$ cat src/dxph_pkg.sv
// ---------------------------------------------------------------
// shared constants for the pin handshake block
// ---------------------------------------------------------------
package dxph_pkg;
    localparam int          DATA_W      = 32;     // external data bus width
    localparam int          NUM_CHAN    = 4;      // dma channels
    localparam int          SHARED_CHAN = 3;      // channel whose pins change role
    localparam int          BUF_DEPTH   = 2;      // entries in the read buffer
    localparam int          XSIZE_W     = 2;      // external transfer size width
    localparam logic        SIO_SEL_DSR = 1'b0;   // config bit value: dsr / dtr
    localparam logic        SIO_SEL_CTS = 1'b1;   // config bit value: cts / rts
    localparam logic [3:0]  REQ_RST     = 4'h0;   // sampled requests after reset
    localparam logic [3:0]  ACK_RST     = 4'h0;   // acknowledges after reset
    localparam logic [31:0] DATA_RST    = 32'h0;  // data register after reset
    localparam logic [1:0]  XSIZE_RST   = 2'h0;   // size bits after reset

    // bus ownership, one-hot
    typedef enum logic [1:0] {
        DXPH_OWN_DEV = 2'b01,                     // device is bus master
        DXPH_OWN_EXT = 2'b10                      // external master owns bus
    } dxph_own_t;
endpackage : dxph_pkg

$ cat src/dxph_buf2.sv
`timescale 1ns/100ps
// ---------------------------------------------------------------
// small valid/ready buffer, default two entries
// ---------------------------------------------------------------
module dxph_buf2 #(
    parameter int WIDTH = 32,
    parameter int DEPTH = 2
) (
    input  wire logic             clk,
    input  wire logic             srst,
    input  wire logic             in_valid,
    output logic                  in_ready,
    input  wire logic [WIDTH-1:0] in_data,
    output logic                  out_valid,
    input  wire logic             out_ready,
    output logic      [WIDTH-1:0] out_data
);
    localparam int PW = (DEPTH > 1) ? $clog2(DEPTH) : 1;

    logic [WIDTH-1:0] mem_ff [DEPTH];             // storage
    logic [PW-1:0]    wr_ptr_ff, nxt_wr_ptr;      // write index
    logic [PW-1:0]    rd_ptr_ff, nxt_rd_ptr;      // read index
    logic [PW:0]      cnt_ff, nxt_cnt;            // fill level
    logic             push, pop;

    // honest flags
    assign in_ready  = (cnt_ff != DEPTH[PW:0]);
    assign out_valid = (cnt_ff != '0);
    assign out_data  = mem_ff[rd_ptr_ff];
    assign push      = in_valid & in_ready;
    assign pop       = out_valid & out_ready;

    // wrapping pointer step
    function automatic logic [PW-1:0] step(input logic [PW-1:0] p);
        step = (p == PW'(DEPTH - 1)) ? '0 : PW'(p + 1'b1);
    endfunction : step

    // next pointer and level
    always_comb begin
        nxt_wr_ptr = push ? step(wr_ptr_ff) : wr_ptr_ff;
        nxt_rd_ptr = pop ? step(rd_ptr_ff) : rd_ptr_ff;
        nxt_cnt    = cnt_ff;
        if (push && !pop) begin
            nxt_cnt = (PW+1)'(cnt_ff + 1'b1);
        end else if (pop && !push) begin
            nxt_cnt = (PW+1)'(cnt_ff - 1'b1);
        end
    end

    // register pointers
    always_ff @(posedge clk) begin
        if (srst) begin
            wr_ptr_ff <= '0;
            rd_ptr_ff <= '0;
            cnt_ff    <= '0;
        end else begin
            wr_ptr_ff <= nxt_wr_ptr;
            rd_ptr_ff <= nxt_rd_ptr;
            cnt_ff    <= nxt_cnt;
        end
    end

    // storage write, no reset needed
    always_ff @(posedge clk) begin
        if (push) begin
            mem_ff[wr_ptr_ff] <= in_data;
        end
    end

    buf_nooverflow_a : assert property (@(posedge clk) disable iff (srst)
        (cnt_ff == DEPTH[PW:0]) |-> !push)
        else $error("buffer written while full");
endmodule : dxph_buf2

$ cat src/dxph_top.sv
`timescale 1ns/100ps
// Function
// - 32-bit data bus, bit 0 most significant
// - ack held during channel transfer
// - shared request: dma3 owned, else external
// - shared ack marks external data valid
// - read strobe on a dram read by the bus owner only
// - write strobe on a dram write by the bus owner only
// - config bit picks dsr or cts
// - same bit picks dtr or rts
// - shared eot pin is external size bit
module dxph_top
    import dxph_pkg::*;
(
    input  wire logic                clk,
    input  wire logic                srst,
    // ownership from the bus arbiter
    input  wire logic                dev_owns_bus,
    // dma request and acknowledge pins
    input  wire logic                chan0_xfer_request_n,
    input  wire logic                chan1_xfer_request_n,
    input  wire logic                chan2_xfer_request_n,
    input  wire logic                chan3_xfer_request_n,
    output logic                     chan0_xfer_ack,
    output logic                     chan1_xfer_ack,
    output logic                     chan2_xfer_ack,
    output logic                     chan3_xfer_ack,
    // shared eot / size pins
    input  wire logic                ext_xfer_size_bit0,
    input  wire logic                ext_xfer_size_bit1,
    // dram strobes
    output logic                     mem_read_strobe,
    output logic                     mem_write_strobe,
    // data bus pins, index 0 is the msb
    input  wire logic [0:DATA_W-1]   data_in,
    output logic      [0:DATA_W-1]   data_out,
    output logic                     data_oe,
    // serial modem pins and config bit
    input  wire logic                serial_cfg_sel,
    input  wire logic                modem_in,
    output logic                     modem_out,
    // core side: dma engine
    input  wire logic [NUM_CHAN-1:0] dma_xfer_active,
    input  wire logic                dma_eot_in,
    output logic      [NUM_CHAN-1:0] dma_req,
    output logic                     chan3_eot_n,
    // core side: external master path
    output logic                     ext_master_request,
    output logic                     ext_master_ack,
    output logic      [XSIZE_W-1:0]  ext_xfer_size,
    input  wire logic                ext_data_valid,
    input  wire logic                ext_mem_rd,
    input  wire logic                ext_mem_wr,
    // core side: device dram access
    input  wire logic                dev_mem_rd,
    input  wire logic                dev_mem_wr,
    input  wire logic                wr_drive,
    input  wire logic [DATA_W-1:0]   wr_data,
    input  wire logic                rd_capture,
    output logic                     rd_capture_ready,
    output logic                     rd_valid,
    input  wire logic                rd_ready,
    output logic      [DATA_W-1:0]   rd_data,
    // core side: serial port
    input  wire logic                sio_dtr,
    input  wire logic                sio_rts,
    output logic                     sio_dsr,
    output logic                     sio_cts,
    output logic                     role_ext
);
    // ---------------------------------------------------------------
    // ownership state
    // ---------------------------------------------------------------
    dxph_own_t own_ff, nxt_own;                   // common role of shared pins

    // switch only when the shared pins are quiet
    always_comb begin
        nxt_own = own_ff;
        unique case (own_ff)
            DXPH_OWN_DEV: begin
                if (!dev_owns_bus && !dma_xfer_active[SHARED_CHAN]) begin
                    nxt_own = DXPH_OWN_EXT;
                end
            end
            DXPH_OWN_EXT: begin
                if (dev_owns_bus && !ext_data_valid) begin
                    nxt_own = DXPH_OWN_DEV;
                end
            end
            default: begin
                nxt_own = DXPH_OWN_DEV;           // illegal code recovers
            end
        endcase
    end

    // register role
    always_ff @(posedge clk) begin
        if (srst) begin
            own_ff <= DXPH_OWN_DEV;
        end else begin
            own_ff <= nxt_own;
        end
    end

    logic is_ext;                                 // external master has the bus
    assign is_ext   = (own_ff == DXPH_OWN_EXT);
    assign role_ext = is_ext;

    // ---------------------------------------------------------------
    // requests, acknowledges, size bits
    // ---------------------------------------------------------------
    logic [NUM_CHAN-1:0] req_ff, nxt_req;         // dma requests to core
    logic                ext_master_request_n_ff, nxt_ext_master_request_n;       // external master request
    logic [NUM_CHAN-1:0] ack_ff, nxt_ack;         // acknowledge pins
    logic [XSIZE_W-1:0]  xsize_ff, nxt_xsize;     // captured size bits
    logic                eot_ff, nxt_eot;         // channel 3 end of transfer

    // role-dependent decode of the shared pins
    always_comb begin
        nxt_req = ~{chan3_xfer_request_n, chan2_xfer_request_n,
                    chan1_xfer_request_n, chan0_xfer_request_n};
        nxt_req[SHARED_CHAN] = !is_ext && !chan3_xfer_request_n;
        nxt_ext_master_request_n  = is_ext && !chan3_xfer_request_n;
        nxt_ack   = dma_xfer_active;
        nxt_ack[SHARED_CHAN] = is_ext ? ext_data_valid
                                      : dma_xfer_active[SHARED_CHAN];
        nxt_xsize = is_ext ? {ext_xfer_size_bit1, ext_xfer_size_bit0}
                           : xsize_ff;
        nxt_eot   = is_ext ? 1'b1 : ext_xfer_size_bit0;
    end

    // register handshake state
    always_ff @(posedge clk) begin
        if (srst) begin
            req_ff   <= REQ_RST;
            ext_master_request_n_ff  <= 1'b0;
            ack_ff   <= ACK_RST;
            xsize_ff <= XSIZE_RST;
            eot_ff   <= 1'b1;
        end else begin
            req_ff   <= nxt_req;
            ext_master_request_n_ff  <= nxt_ext_master_request_n;
            ack_ff   <= nxt_ack;
            xsize_ff <= nxt_xsize;
            eot_ff   <= nxt_eot;
        end
    end

    assign dma_req            = req_ff;
    assign ext_master_request = ext_master_request_n_ff;
    assign chan0_xfer_ack     = ack_ff[0];
    assign chan1_xfer_ack     = ack_ff[1];
    assign chan2_xfer_ack     = ack_ff[2];
    assign chan3_xfer_ack     = ack_ff[SHARED_CHAN];
    assign ext_master_ack     = ack_ff[SHARED_CHAN] && is_ext;
    assign ext_xfer_size      = xsize_ff;
    assign chan3_eot_n        = eot_ff && !dma_eot_in;

    // ---------------------------------------------------------------
    // dram strobes
    // ---------------------------------------------------------------
    logic rd_stb_ff, nxt_rd_stb;                  // read strobe
    logic wr_stb_ff, nxt_wr_stb;                  // write strobe

    // either master may read or write a bank
    always_comb begin
        nxt_rd_stb = (!is_ext && dev_mem_rd) || (is_ext && ext_mem_rd);
        nxt_wr_stb = (!is_ext && dev_mem_wr) || (is_ext && ext_mem_wr);
    end

    // register strobes
    always_ff @(posedge clk) begin
        if (srst) begin
            rd_stb_ff <= 1'b0;
            wr_stb_ff <= 1'b0;
        end else begin
            rd_stb_ff <= nxt_rd_stb;
            wr_stb_ff <= nxt_wr_stb;
        end
    end

    assign mem_read_strobe  = rd_stb_ff;
    assign mem_write_strobe = wr_stb_ff;

    // ---------------------------------------------------------------
    // data bus
    // ---------------------------------------------------------------
    logic [DATA_W-1:0] dout_ff, nxt_dout;         // driven word
    logic              doe_ff, nxt_doe;           // drive enable
    logic [DATA_W-1:0] din_word;                  // pins as msb-first word

    // pin index 0 lands on word bit 31, so numeric value is kept
    assign din_word = data_in;

    // drive only as bus owner and never during a read strobe
    always_comb begin
        nxt_doe  = wr_drive && !is_ext && !nxt_rd_stb;
        nxt_dout = wr_drive ? wr_data : dout_ff;
    end

    // register data outputs
    always_ff @(posedge clk) begin
        if (srst) begin
            dout_ff <= DATA_RST;
            doe_ff  <= 1'b0;
        end else begin
            dout_ff <= nxt_dout;
            doe_ff  <= nxt_doe;
        end
    end

    assign data_out = dout_ff;
    assign data_oe  = doe_ff;

    // read words wait here if the core stalls
    dxph_buf2 #(
        .WIDTH (DATA_W),
        .DEPTH (BUF_DEPTH)
    ) u_rd_buf (
        .clk       (clk),
        .srst      (srst),
        .in_valid  (rd_capture),
        .in_ready  (rd_capture_ready),
        .in_data   (din_word),
        .out_valid (rd_valid),
        .out_ready (rd_ready),
        .out_data  (rd_data)
    );

    // ---------------------------------------------------------------
    // serial modem pins
    // ---------------------------------------------------------------
    logic dsr_ff, nxt_dsr;                        // modem input as dsr
    logic cts_ff, nxt_cts;                        // modem input as cts
    logic mout_ff, nxt_mout;                      // modem output pin

    // one config bit steers both directions
    always_comb begin
        nxt_dsr  = (serial_cfg_sel == SIO_SEL_DSR) ? modem_in : dsr_ff;
        nxt_cts  = (serial_cfg_sel == SIO_SEL_CTS) ? modem_in : cts_ff;
        nxt_mout = (serial_cfg_sel == SIO_SEL_DSR) ? sio_dtr : sio_rts;
    end

    // register modem signals
    always_ff @(posedge clk) begin
        if (srst) begin
            dsr_ff  <= 1'b0;
            cts_ff  <= 1'b0;
            mout_ff <= 1'b0;
        end else begin
            dsr_ff  <= nxt_dsr;
            cts_ff  <= nxt_cts;
            mout_ff <= nxt_mout;
        end
    end

    assign sio_dsr   = dsr_ff;
    assign sio_cts   = cts_ff;
    assign modem_out = mout_ff;

    // ---------------------------------------------------------------
    // checks
    // ---------------------------------------------------------------
    ack_follows_xfer_a : assert property (@(posedge clk) disable iff (srst)
        dma_xfer_active[0] |=> chan0_xfer_ack)
        else $error("channel ack missing during transfer");
    shared_req_role_a : assert property (@(posedge clk) disable iff (srst)
        (is_ext && $past(is_ext) && $past(!chan3_xfer_request_n)) |-> !dma_req[SHARED_CHAN])
        else $error("channel 3 request leaked in external role");
    ext_req_seen_a : assert property (@(posedge clk) disable iff (srst)
        (is_ext && !chan3_xfer_request_n) |=> ext_master_request)
        else $error("external request not seen");
    ext_ack_valid_a : assert property (@(posedge clk) disable iff (srst)
        (is_ext && ext_data_valid) |=> chan3_xfer_ack)
        else $error("external ack not driven on valid data");
    rd_strobe_a : assert property (@(posedge clk) disable iff (srst)
        (!is_ext && dev_mem_rd) |=> mem_read_strobe)
        else $error("read strobe missing");
    wr_strobe_a : assert property (@(posedge clk) disable iff (srst)
        (is_ext && ext_mem_wr) |=> mem_write_strobe)
        else $error("write strobe missing for external master");
    modem_out_sel_a : assert property (@(posedge clk) disable iff (srst)
        (serial_cfg_sel == SIO_SEL_CTS) |=> (modem_out == $past(sio_rts)))
        else $error("modem output not rts");
    size_capture_a : assert property (@(posedge clk) disable iff (srst)
        is_ext |=> (ext_xfer_size[0] == $past(ext_xfer_size_bit0)))
        else $error("size bit not captured");
    own_switch_a : assert property (@(posedge clk) disable iff (srst)
        (own_ff == DXPH_OWN_DEV && dma_xfer_active[SHARED_CHAN]) |=> own_ff == DXPH_OWN_DEV)
        else $error("role switched during channel 3 transfer");
endmodule : dxph_top

$ cat config.mk
export PLATFORM = sky130hd
export DESIGN_NAME = dxph_top
export DESIGN_NICKNAME = d
export VERILOG_FILES = /design/src/dxph_pkg.sv /design/src/dxph_buf2.sv /design/src/dxph_top.sv
export SDC_FILE = /design/constraint.sdc
export NUM_CORES = 1
export LEC_CHECK = 0
export ABC_AREA = 1
export BUFFER_PORTS_ARGS = -buffer_cell sky130_fd_sc_hd__buf_2
export CORE_MARGIN = 5
export CORE_UTILIZATION = 40
export CTS_BUF_LIST = sky130_fd_sc_hd__clkbuf_8
export DETAILED_ROUTE_END_ITERATION = 8
export GPL_TIMING_DRIVEN = 0
export HOLD_SLACK_MARGIN = 0.03
export PLACE_DENSITY = 0.68
export SYNTH_ARGS = -nofsm -noshare
export SYNTH_HDL_FRONTEND = slang
export SYNTH_SLANG_ARGS = --single-unit
$ cat constraint.sdc
create_clock -name clk -period 5.9 [get_ports clk]
set_clock_uncertainty 0.2 [all_clocks]
set_input_delay 0 -clock clk [delete_from_list [all_inputs] [get_ports clk]]
set_output_delay 0 -clock clk [all_outputs]
set_load 0.05 [all_outputs]
==> results of run 1 <==
[stage by stage]
stage	instances	setup WS, ns	util [%]
after floorplan	350	2.98	-
after global placement	665	2.61	50.6
after detailed placement	665	3.84	50.7
[cell usage after synthesis (5+ instances only)]
cell type,instances
nor2_1,95
edfxtp_1,64
dfxtp_1,57
o21ai_0,42
mux2_4,30
inv_1,18
nand2_1,12
buf_2,5
[kinds of logic after synthesis]
logic type	count (synthesis)	synth area share [%]
DFF	121	69.1
and+or+nand+nor	115	10.0
AOI/OAI and AO/OA	46	5.19
buffers and inverters	35	4.71
muxes	32	10.7
adders and majority gates	1	0.282
==> results.ini, run 1 <==
[clock_tree]
cts.sinks = 121
clockBufferDepth = 2
root_buffer = clkbuf_8
cts_hold_buffers = 141
cts_resized = 0
cts_setup_buffers = 0
cts_htree_levels = 4
cts_buffers = 17

[die]
die_h_um = 115
fp.dieW_um = 115
rows = 38
ioPinCount = 176
start_util_pct = 40.9

[synth]
synth_top_area_share_pct = 43.4
synthCells = 350
yosys_register_bits = 121
syn_nets = 441
synth_edf_count = 64
synth_area_sq_um = 4430
seq_area_frac_synth_pct = 69.1
synth_ff_type = edfxtp_1
avgSynthCellArea_sq_um = 12.7
synth_cell_types = 22
synth_largest_area_cell = edfxtp_1
ys_top_cells_by_area = edfxtp_1 43%, dfxtp_1 26%, mux2_4 10%, nor2_1 8.0%, o21ai_0 4.7%
yosys_warnings = 0
synthArstFlopShare_pct = 0

[run_status]
error = [ERROR RSZ-0060] Max buffer count reached.
failed_stage = clock tree synthesis (4_1_cts)
status = aborted with a tool error

[placed_design]
globalplace.congestion = 0.742
dpl_cell_area_sq_um = 5500
dp_hpwl_um = 7190
io_buffer_count = 175

==> inputs of run 2 (changes only) <==
Settings changed: CORE_UTILIZATION 40 to 25, CTS_BUF_LIST sky130_fd_sc_hd__clkbuf_8 to default, HOLD_SLACK_MARGIN 0.03 to default, PLACE_DENSITY 0.68 to default, PLACE_DENSITY_LB_ADDON from default to 0.15.
==> results.ini, run 2 <==
[power_and_ir_drop]
clkPwrFrac_pct = 36.2
cellPowerDensity_nw_per_um2 = 388
p_seq_share_pct = 34.8
p_leak_nw = 3.45
share_comb_of_total_power_pct = 29.0
switching_share_pct = 31.8
p_int_w = 0.00200
netSwitchingPower_w = 0.000933
peakVddDrop_uv = 207

[synth]
yosys_register_bits = 121  ; unchanged
synth_cell_types = 22  ; unchanged
seq_area_frac_synth_pct = 69.1  ; unchanged
synthTopCellsByCount = 95 x nor2_1, 64 x edfxtp_1, 57 x dfxtp_1
ys_top_cells_by_area = edfxtp_1 43%, dfxtp_1 26%, mux2_4 10%, nor2_1 8.0%, o21ai_0 4.7%
synth_area_sq_um = 4430  ; unchanged
avgSynthCellArea_sq_um = 12.7  ; unchanged
yosys_warnings = 0  ; unchanged
syn_nets = 441  ; unchanged
synth_edf_count = 64  ; unchanged
synth_ff_type = edfxtp_1
synthMostInstantiatedCell = nor2_1
synthCells = 350  ; unchanged
synthArstFlopShare_pct = 0  ; unchanged
synth_largest_area_cell = edfxtp_1
synth_top_area_share_pct = 43.4  ; unchanged

[finish]
drive_above_1_share_pct = 37.2
layout.nets = 767
multiInputGateArea_sq_um = 1180
fillers = 1635
regArea_sq_um = 3060
design_area_sq_um = 7570
max_flop_register = u_rd_buf.mem_ff
synthToLayoutAreaGrowth_pct = 70.7
largest_reg_flops = 64
mostFrequentLayoutCells = 180 x buf_2, 130 x dlygate4sd3_1, 93 x nor2_1, 64 x edfxtp_1, 57 x dfxtp_1
final_common_cell = buf_2
diodes = 0

[die]
die_area_sq_um = 20500
ioPinCount = 176  ; unchanged
fp.dieW_um = 143  ; +24%
die_h_um = 143  ; +24%
core_region_area_sq_um = 17400
rows = 48  ; +26%
start_util_pct = 25.5  ; -15 points

[clock_tree]
cts_buffers = 17  ; unchanged
insertion_delay_ns = 0.40
cts_setup_buffers = 0  ; unchanged
clockBufferDepth = 2  ; unchanged
cts_htree_levels = 4  ; unchanged
clkSlewWorstSetupHoldPaths_ns = 0.05
root_buffer = clkbuf_16
cts.sinks = 121  ; unchanged
cts_tree = built

[worst_setup_path]
critPathSlowestCell = dlygate4sd3_1
path_max_fanout = 10
crit_chain = inv_1 -> nand2_2 -> inv_2 -> o21ai_1 -> dlygate4sd3_1 -> nand2_1 -> dlygate4sd3_1 -> nand2_1
cp.buffers_inverters = 4
worstSetupEndpointType = register
worstSetupPathType = register to register
slowest_delay_ns = 0.56
cp.required_ns = 5.98
arrival_ns = 2.37
critical_path.top_delay_family = buffers and inverters
cp-start-kind = register

[sta]
finalSetupTns_ns = 0
tightest_slew_ns = 0.289
hold_viol_final = 0
max_slew_margin_pct = 80.8
fmax_mhz = 437
finalSetupViolations = 0
min_period_over_period_pct = 38.8
rsz0062_at_grt = no
final.min_clock_period_ns = 2.29
slew_viol_final = 0

[detailed_routing]
drt-total-wl_um = 12100
vias = 3738
drtIter0Drc = 99
first_pass_iters = 4
antenna_left = 0
via_per_inst = 4.09
drt-wirelength-per-cell_um = 13.3
drc = 0

[global_route]
antenna_found_initial = 0
grt_pass1_wl_um = 19400
grt_max_degree = 29
grt_pass1_vias = 4021
grt_overflow = 0
grtUsageTotal_pct = 12.2

[placed_design]
dp_hpwl_um = 8110  ; +13%
io_buffer_count = 175  ; unchanged
dpl_cell_area_sq_um = 5650  ; +2.7%
globalplace.congestion = 0.736  ; -0.78%

[run_status]
status = completed

[flow_run]
maxCapViolCount = 0

[min_path]
hold_class = primary input to register

## run 2: cell counts after synthesis
No cell type changed its count.
## run 2: per-stage QoR
step / setup WS [ns] / total power (W) / instances / utilization (%) / hold slack, ns
final: 3.61 / 0.00294 / 914 / 43.6 / 0.0580
after global routing: 3.46 / 0.00307 / 914 / 43.6 / 0.0967
after CTS: 3.63 / 0.00298 / 914 / 43.6 / 0.000111
after detailed placement: 4.16 / 0.00183 / 752 / 32.5 / -0.0423
after global placement: 2.30 / 0.00181 / 750 / 32.2 / -0.0485
after floorplan: 2.98 / 0.00164 / 350 / - / -0.133
## run 2: final timing paths
path | slack (ns) | endpoint | cells past startpoint | start
max | 3.61 | own_ff[0] | 8 | own_ff[0]
min | 0.06 | data_out[27] | 4 | wr_drive
max reg2reg | 3.61 | own_ff[0] | 8 | own_ff[0]
min reg2reg | 0.29 | ext_xfer_size[1] | 2 | ext_xfer_size[1]
## run 2: worst register-to-register path, delay by kind of cell (launching register included)
family | cells | cell delay [ns]
compound gates | 1 | 0.09
buf+inv | 4 | 1.35
flops | 1 | 0.29
simple gates | 3 | 0.25
## run 2: final cells by class
class                   instances  area share [%]
plain buffers                  15            1.77
well taps                     225            3.72
clock inverters                 3           0.612
inverters                      20           0.992
clock buffers                  29            7.59
repair buffers                307            29.3
multi-input cells             194            15.5
flip-flops and latches        121            40.5
## run 2: logic make-up (layout without fill, tap and decap cells)
| group | after synthesis | in the layout | synth area share, % |
|---|---|---|---|
| buffers and inverters | 35 | 374 | 4.71 |
| AND/OR/NAND/NOR | 115 | 115 | 10.0 |
| flip-flops | 121 | 121 | 69.1 |
| multiplexers | 32 | 32 | 10.7 |
| AO/OA/AOI/OAI | 46 | 46 | 5.19 |
| adder cells (fa/ha/maj) | 1 | 1 | 0.282 |
## run 2: repair_timing
item / 4_1_cts / 5_1_grt
hold endpoints to repair: 129 / 0
hold buffers: 130 / 0
resized for setup: 0 / 0
## run 2: metal layers
layer / part of all wire (%) / track usage, % / up-vias
li1: - / - / 1838
met2: 48 / 20.7 / 141
met4: 1.7 / 5.20 / 0
met5: 0 / 0 / -
met3: 8.9 / 4.86 / 16
met1: 42 / 13.4 / 1743
## run 2: power by group through the flow
stage / clock network [W] / registers [W] / logic, W
floorplan: 0 / 0.00111 / 0.000531
global placement: 0 / 0.00104 / 0.000772
detailed placement: 0 / 0.00104 / 0.000795
CTS: 0.00109 / 0.00102 / 0.000866
global route: 0.00113 / 0.00103 / 0.000909
finish: 0.00106 / 0.00102 / 0.000852
Note: power is estimated with default switching activity, not from simulation.
==> inputs of run 3 (changes only) <==
Clock period 5.9 ns to 2.1 ns, I/O delays scaled along.
==> results.ini, run 3 (synthesis results as in run 2) <==
[detailed_routing]
drtIter0Drc = 130  ; +31%
drt-total-wl_um = 12300  ; +1.1%
via_per_inst = 4.05  ; -0.88%
vias = 3709  ; -0.78%
antenna_left = 0  ; unchanged
first_pass_iters = 4  ; unchanged
drc = 0  ; unchanged
drt-wirelength-per-cell_um = 13.4  ; +0.98%

[flow_run]
maxCapViolCount = 0  ; unchanged

[global_route]
antenna_found_initial = 0  ; unchanged
grt_overflow = 0  ; unchanged
grtUsageTotal_pct = 12.3  ; +0.14 points
grt_pass1_wl_um = 19800  ; +1.7%
grt_max_degree = 29  ; unchanged
grt_pass1_vias = 4084  ; +1.6%

[finish]
largest_reg_flops = 64  ; unchanged
fillers = 1654  ; +1.2%
synthToLayoutAreaGrowth_pct = 70.7  ; about the same
max_flop_register = u_rd_buf.mem_ff
design_area_sq_um = 7570  ; about the same
fin_util_pct = 43.6  ; about the same
layout.nets = 768  ; +0.13%
mostFrequentLayoutCells = 180 x buf_2, 131 x dlygate4sd3_1, 93 x nor2_1, 64 x edfxtp_1, 57 x dfxtp_1
drive_above_1_share_pct = 37.2  ; +0.091 points
diodes = 0  ; unchanged
final_common_cell = buf_2

[clock_tree]
cts_resized = 0  ; unchanged
cts.sinks = 121  ; unchanged
root_buffer = clkbuf_16
cts_htree_levels = 4  ; unchanged
cts_buffers = 17  ; unchanged
insertion_delay_ns = 0.40  ; about the same
clkSlewWorstSetupHoldPaths_ns = 0.06  ; about the same
clockBufferDepth = 2  ; unchanged
cts_tree = built

[worst_setup_path]
critPathSlowestCell = dlygate4sd3_1
arrival_ns = 1.97  ; -0.40 ns
worstSetupPathType = primary input to register
path_max_fanout = 4  ; -6
cp-start-kind = primary input
crit_path_frequent_cell = dlygate4sd3_1
ff2ff_setup_slack_ns = 0.34  ; -3.27 ns
worstSetupEndpointType = register
crit_chain = dlygate4sd3_1 -> buf_2 -> inv_1 -> nor2_1 -> dlygate4sd3_1 -> nor2_1 -> dlygate4sd3_1
slowest_delay_ns = 0.57  ; about the same
cp.required_ns = 2.20  ; -3.78 ns

[power_and_ir_drop]
cellPowerDensity_nw_per_um2 = 1090  ; +180%
peakVddDrop_uv = 545  ; +160%
total_power_w = 0.00827  ; +180%
p_leak_nw = 3.45  ; about the same

[sta]
finalSetupViolations = 0  ; unchanged
min_period_over_period_pct = 89.1
final.min_clock_period_ns = 1.87
slew_viol_final = 0  ; unchanged
tightest_slew_ns = 0.266  ; -0.0237 ns
fmax_mhz = 534
max_slew_margin_pct = 82.3  ; +1.4 points
hold_viol_final = 0  ; unchanged
rsz0062_at_grt = no

[die]
fp.dieW_um = 143  ; unchanged
die_area_sq_um = 20500  ; unchanged
start_util_pct = 25.5  ; unchanged
core_region_area_sq_um = 17400  ; unchanged
ioPinCount = 176  ; unchanged
rows = 48  ; unchanged
die_h_um = 143  ; unchanged

[min_path]
hold_class = primary input to primary output

[placed_design]
globalplace.congestion = 0.740  ; +0.54%
dpl_cell_area_sq_um = 5650  ; unchanged
io_buffer_count = 175  ; unchanged
dp_hpwl_um = 8020  ; -1.2%

[run_status]
status = completed

run 3: final cells by class:
| type | instances | area (sq um) | share of cell area (%) |
|---|---|---|---|
| buffer | 15 | 134 | 1.77 |
| inverter | 20 | 75.1 | 0.992 |
| clock buffer | 18 | 429 | 5.67 |
| multi-input combinational | 194 | 1180 | 15.5 |
| timing repair buffer | 308 | 2230 | 29.4 |
| tap | 225 | 282 | 3.72 |
| clock inverter | 14 | 180 | 2.38 |
| sequential | 121 | 3060 | 40.5 |
run 3: what timing repair did:
action / in CTS / in global routing
endpoints found under the hold margin: 129 / 0
hold buffers: 131 / 0
setup buffers: 0 / 0
run 3: critical path, delay by kind of cell:
family | cells | cell delay (ns)
AND/OR/NAND/NOR | 2 | 0.14
buffers and inverters | 5 | 1.83
run 3: final timing paths:
kind	start	endpoint	cells after the start
max	serial_cfg_sel	modem_out	7
min	dma_eot_in	chan3_eot_n	3
max reg2reg	own_ff[0]	own_ff[0]	7
min reg2reg	ext_xfer_size[0]	ext_xfer_size[0]	2
run 3: where the power goes:
part	leakage, nW	total [W]	switching (W)	internal (W)
Sequential	1.07	0.00287	0.0000803	0.00279
Combinational	2.08	0.00240	0.00154	0.000867
Clock	0.296	0.00299	0.00102	0.00197
Total	3.45	0.00827	0.00264	0.00563
run 3: per-stage QoR:
stage | hold slack (ns) | setup TNS (ns) | instances | worst slack [ns]
final | 0.107 | 0 | 915 | 0.228
after global routing | 0.105 | 0 | 915 | 0.168
after CTS | 0.0936 | 0 | 915 | 0.294
after detailed placement | -0.0457 | 0 | 752 | 0.364
after global placement | -0.0474 | -40.94 | 750 | -0.642
after floorplan | -0.133 | -20.62 | 350 | -0.322
run 3: per-layer routing:
| layer | vias up | wire length, um | part of all wire (%) | GRT usage, % |
|---|---|---|---|---|
| met5 | - | 0 | 0 | 0 |
| met1 | 1717 | 5130 | 42 | 13.6 |
| met4 | 0 | 159 | 1.3 | 4.95 |
| met3 | 12 | 1090 | 8.8 | 4.82 |
| met2 | 135 | 5900 | 48 | 21.2 |
| li1 | 1845 | - | - | - |
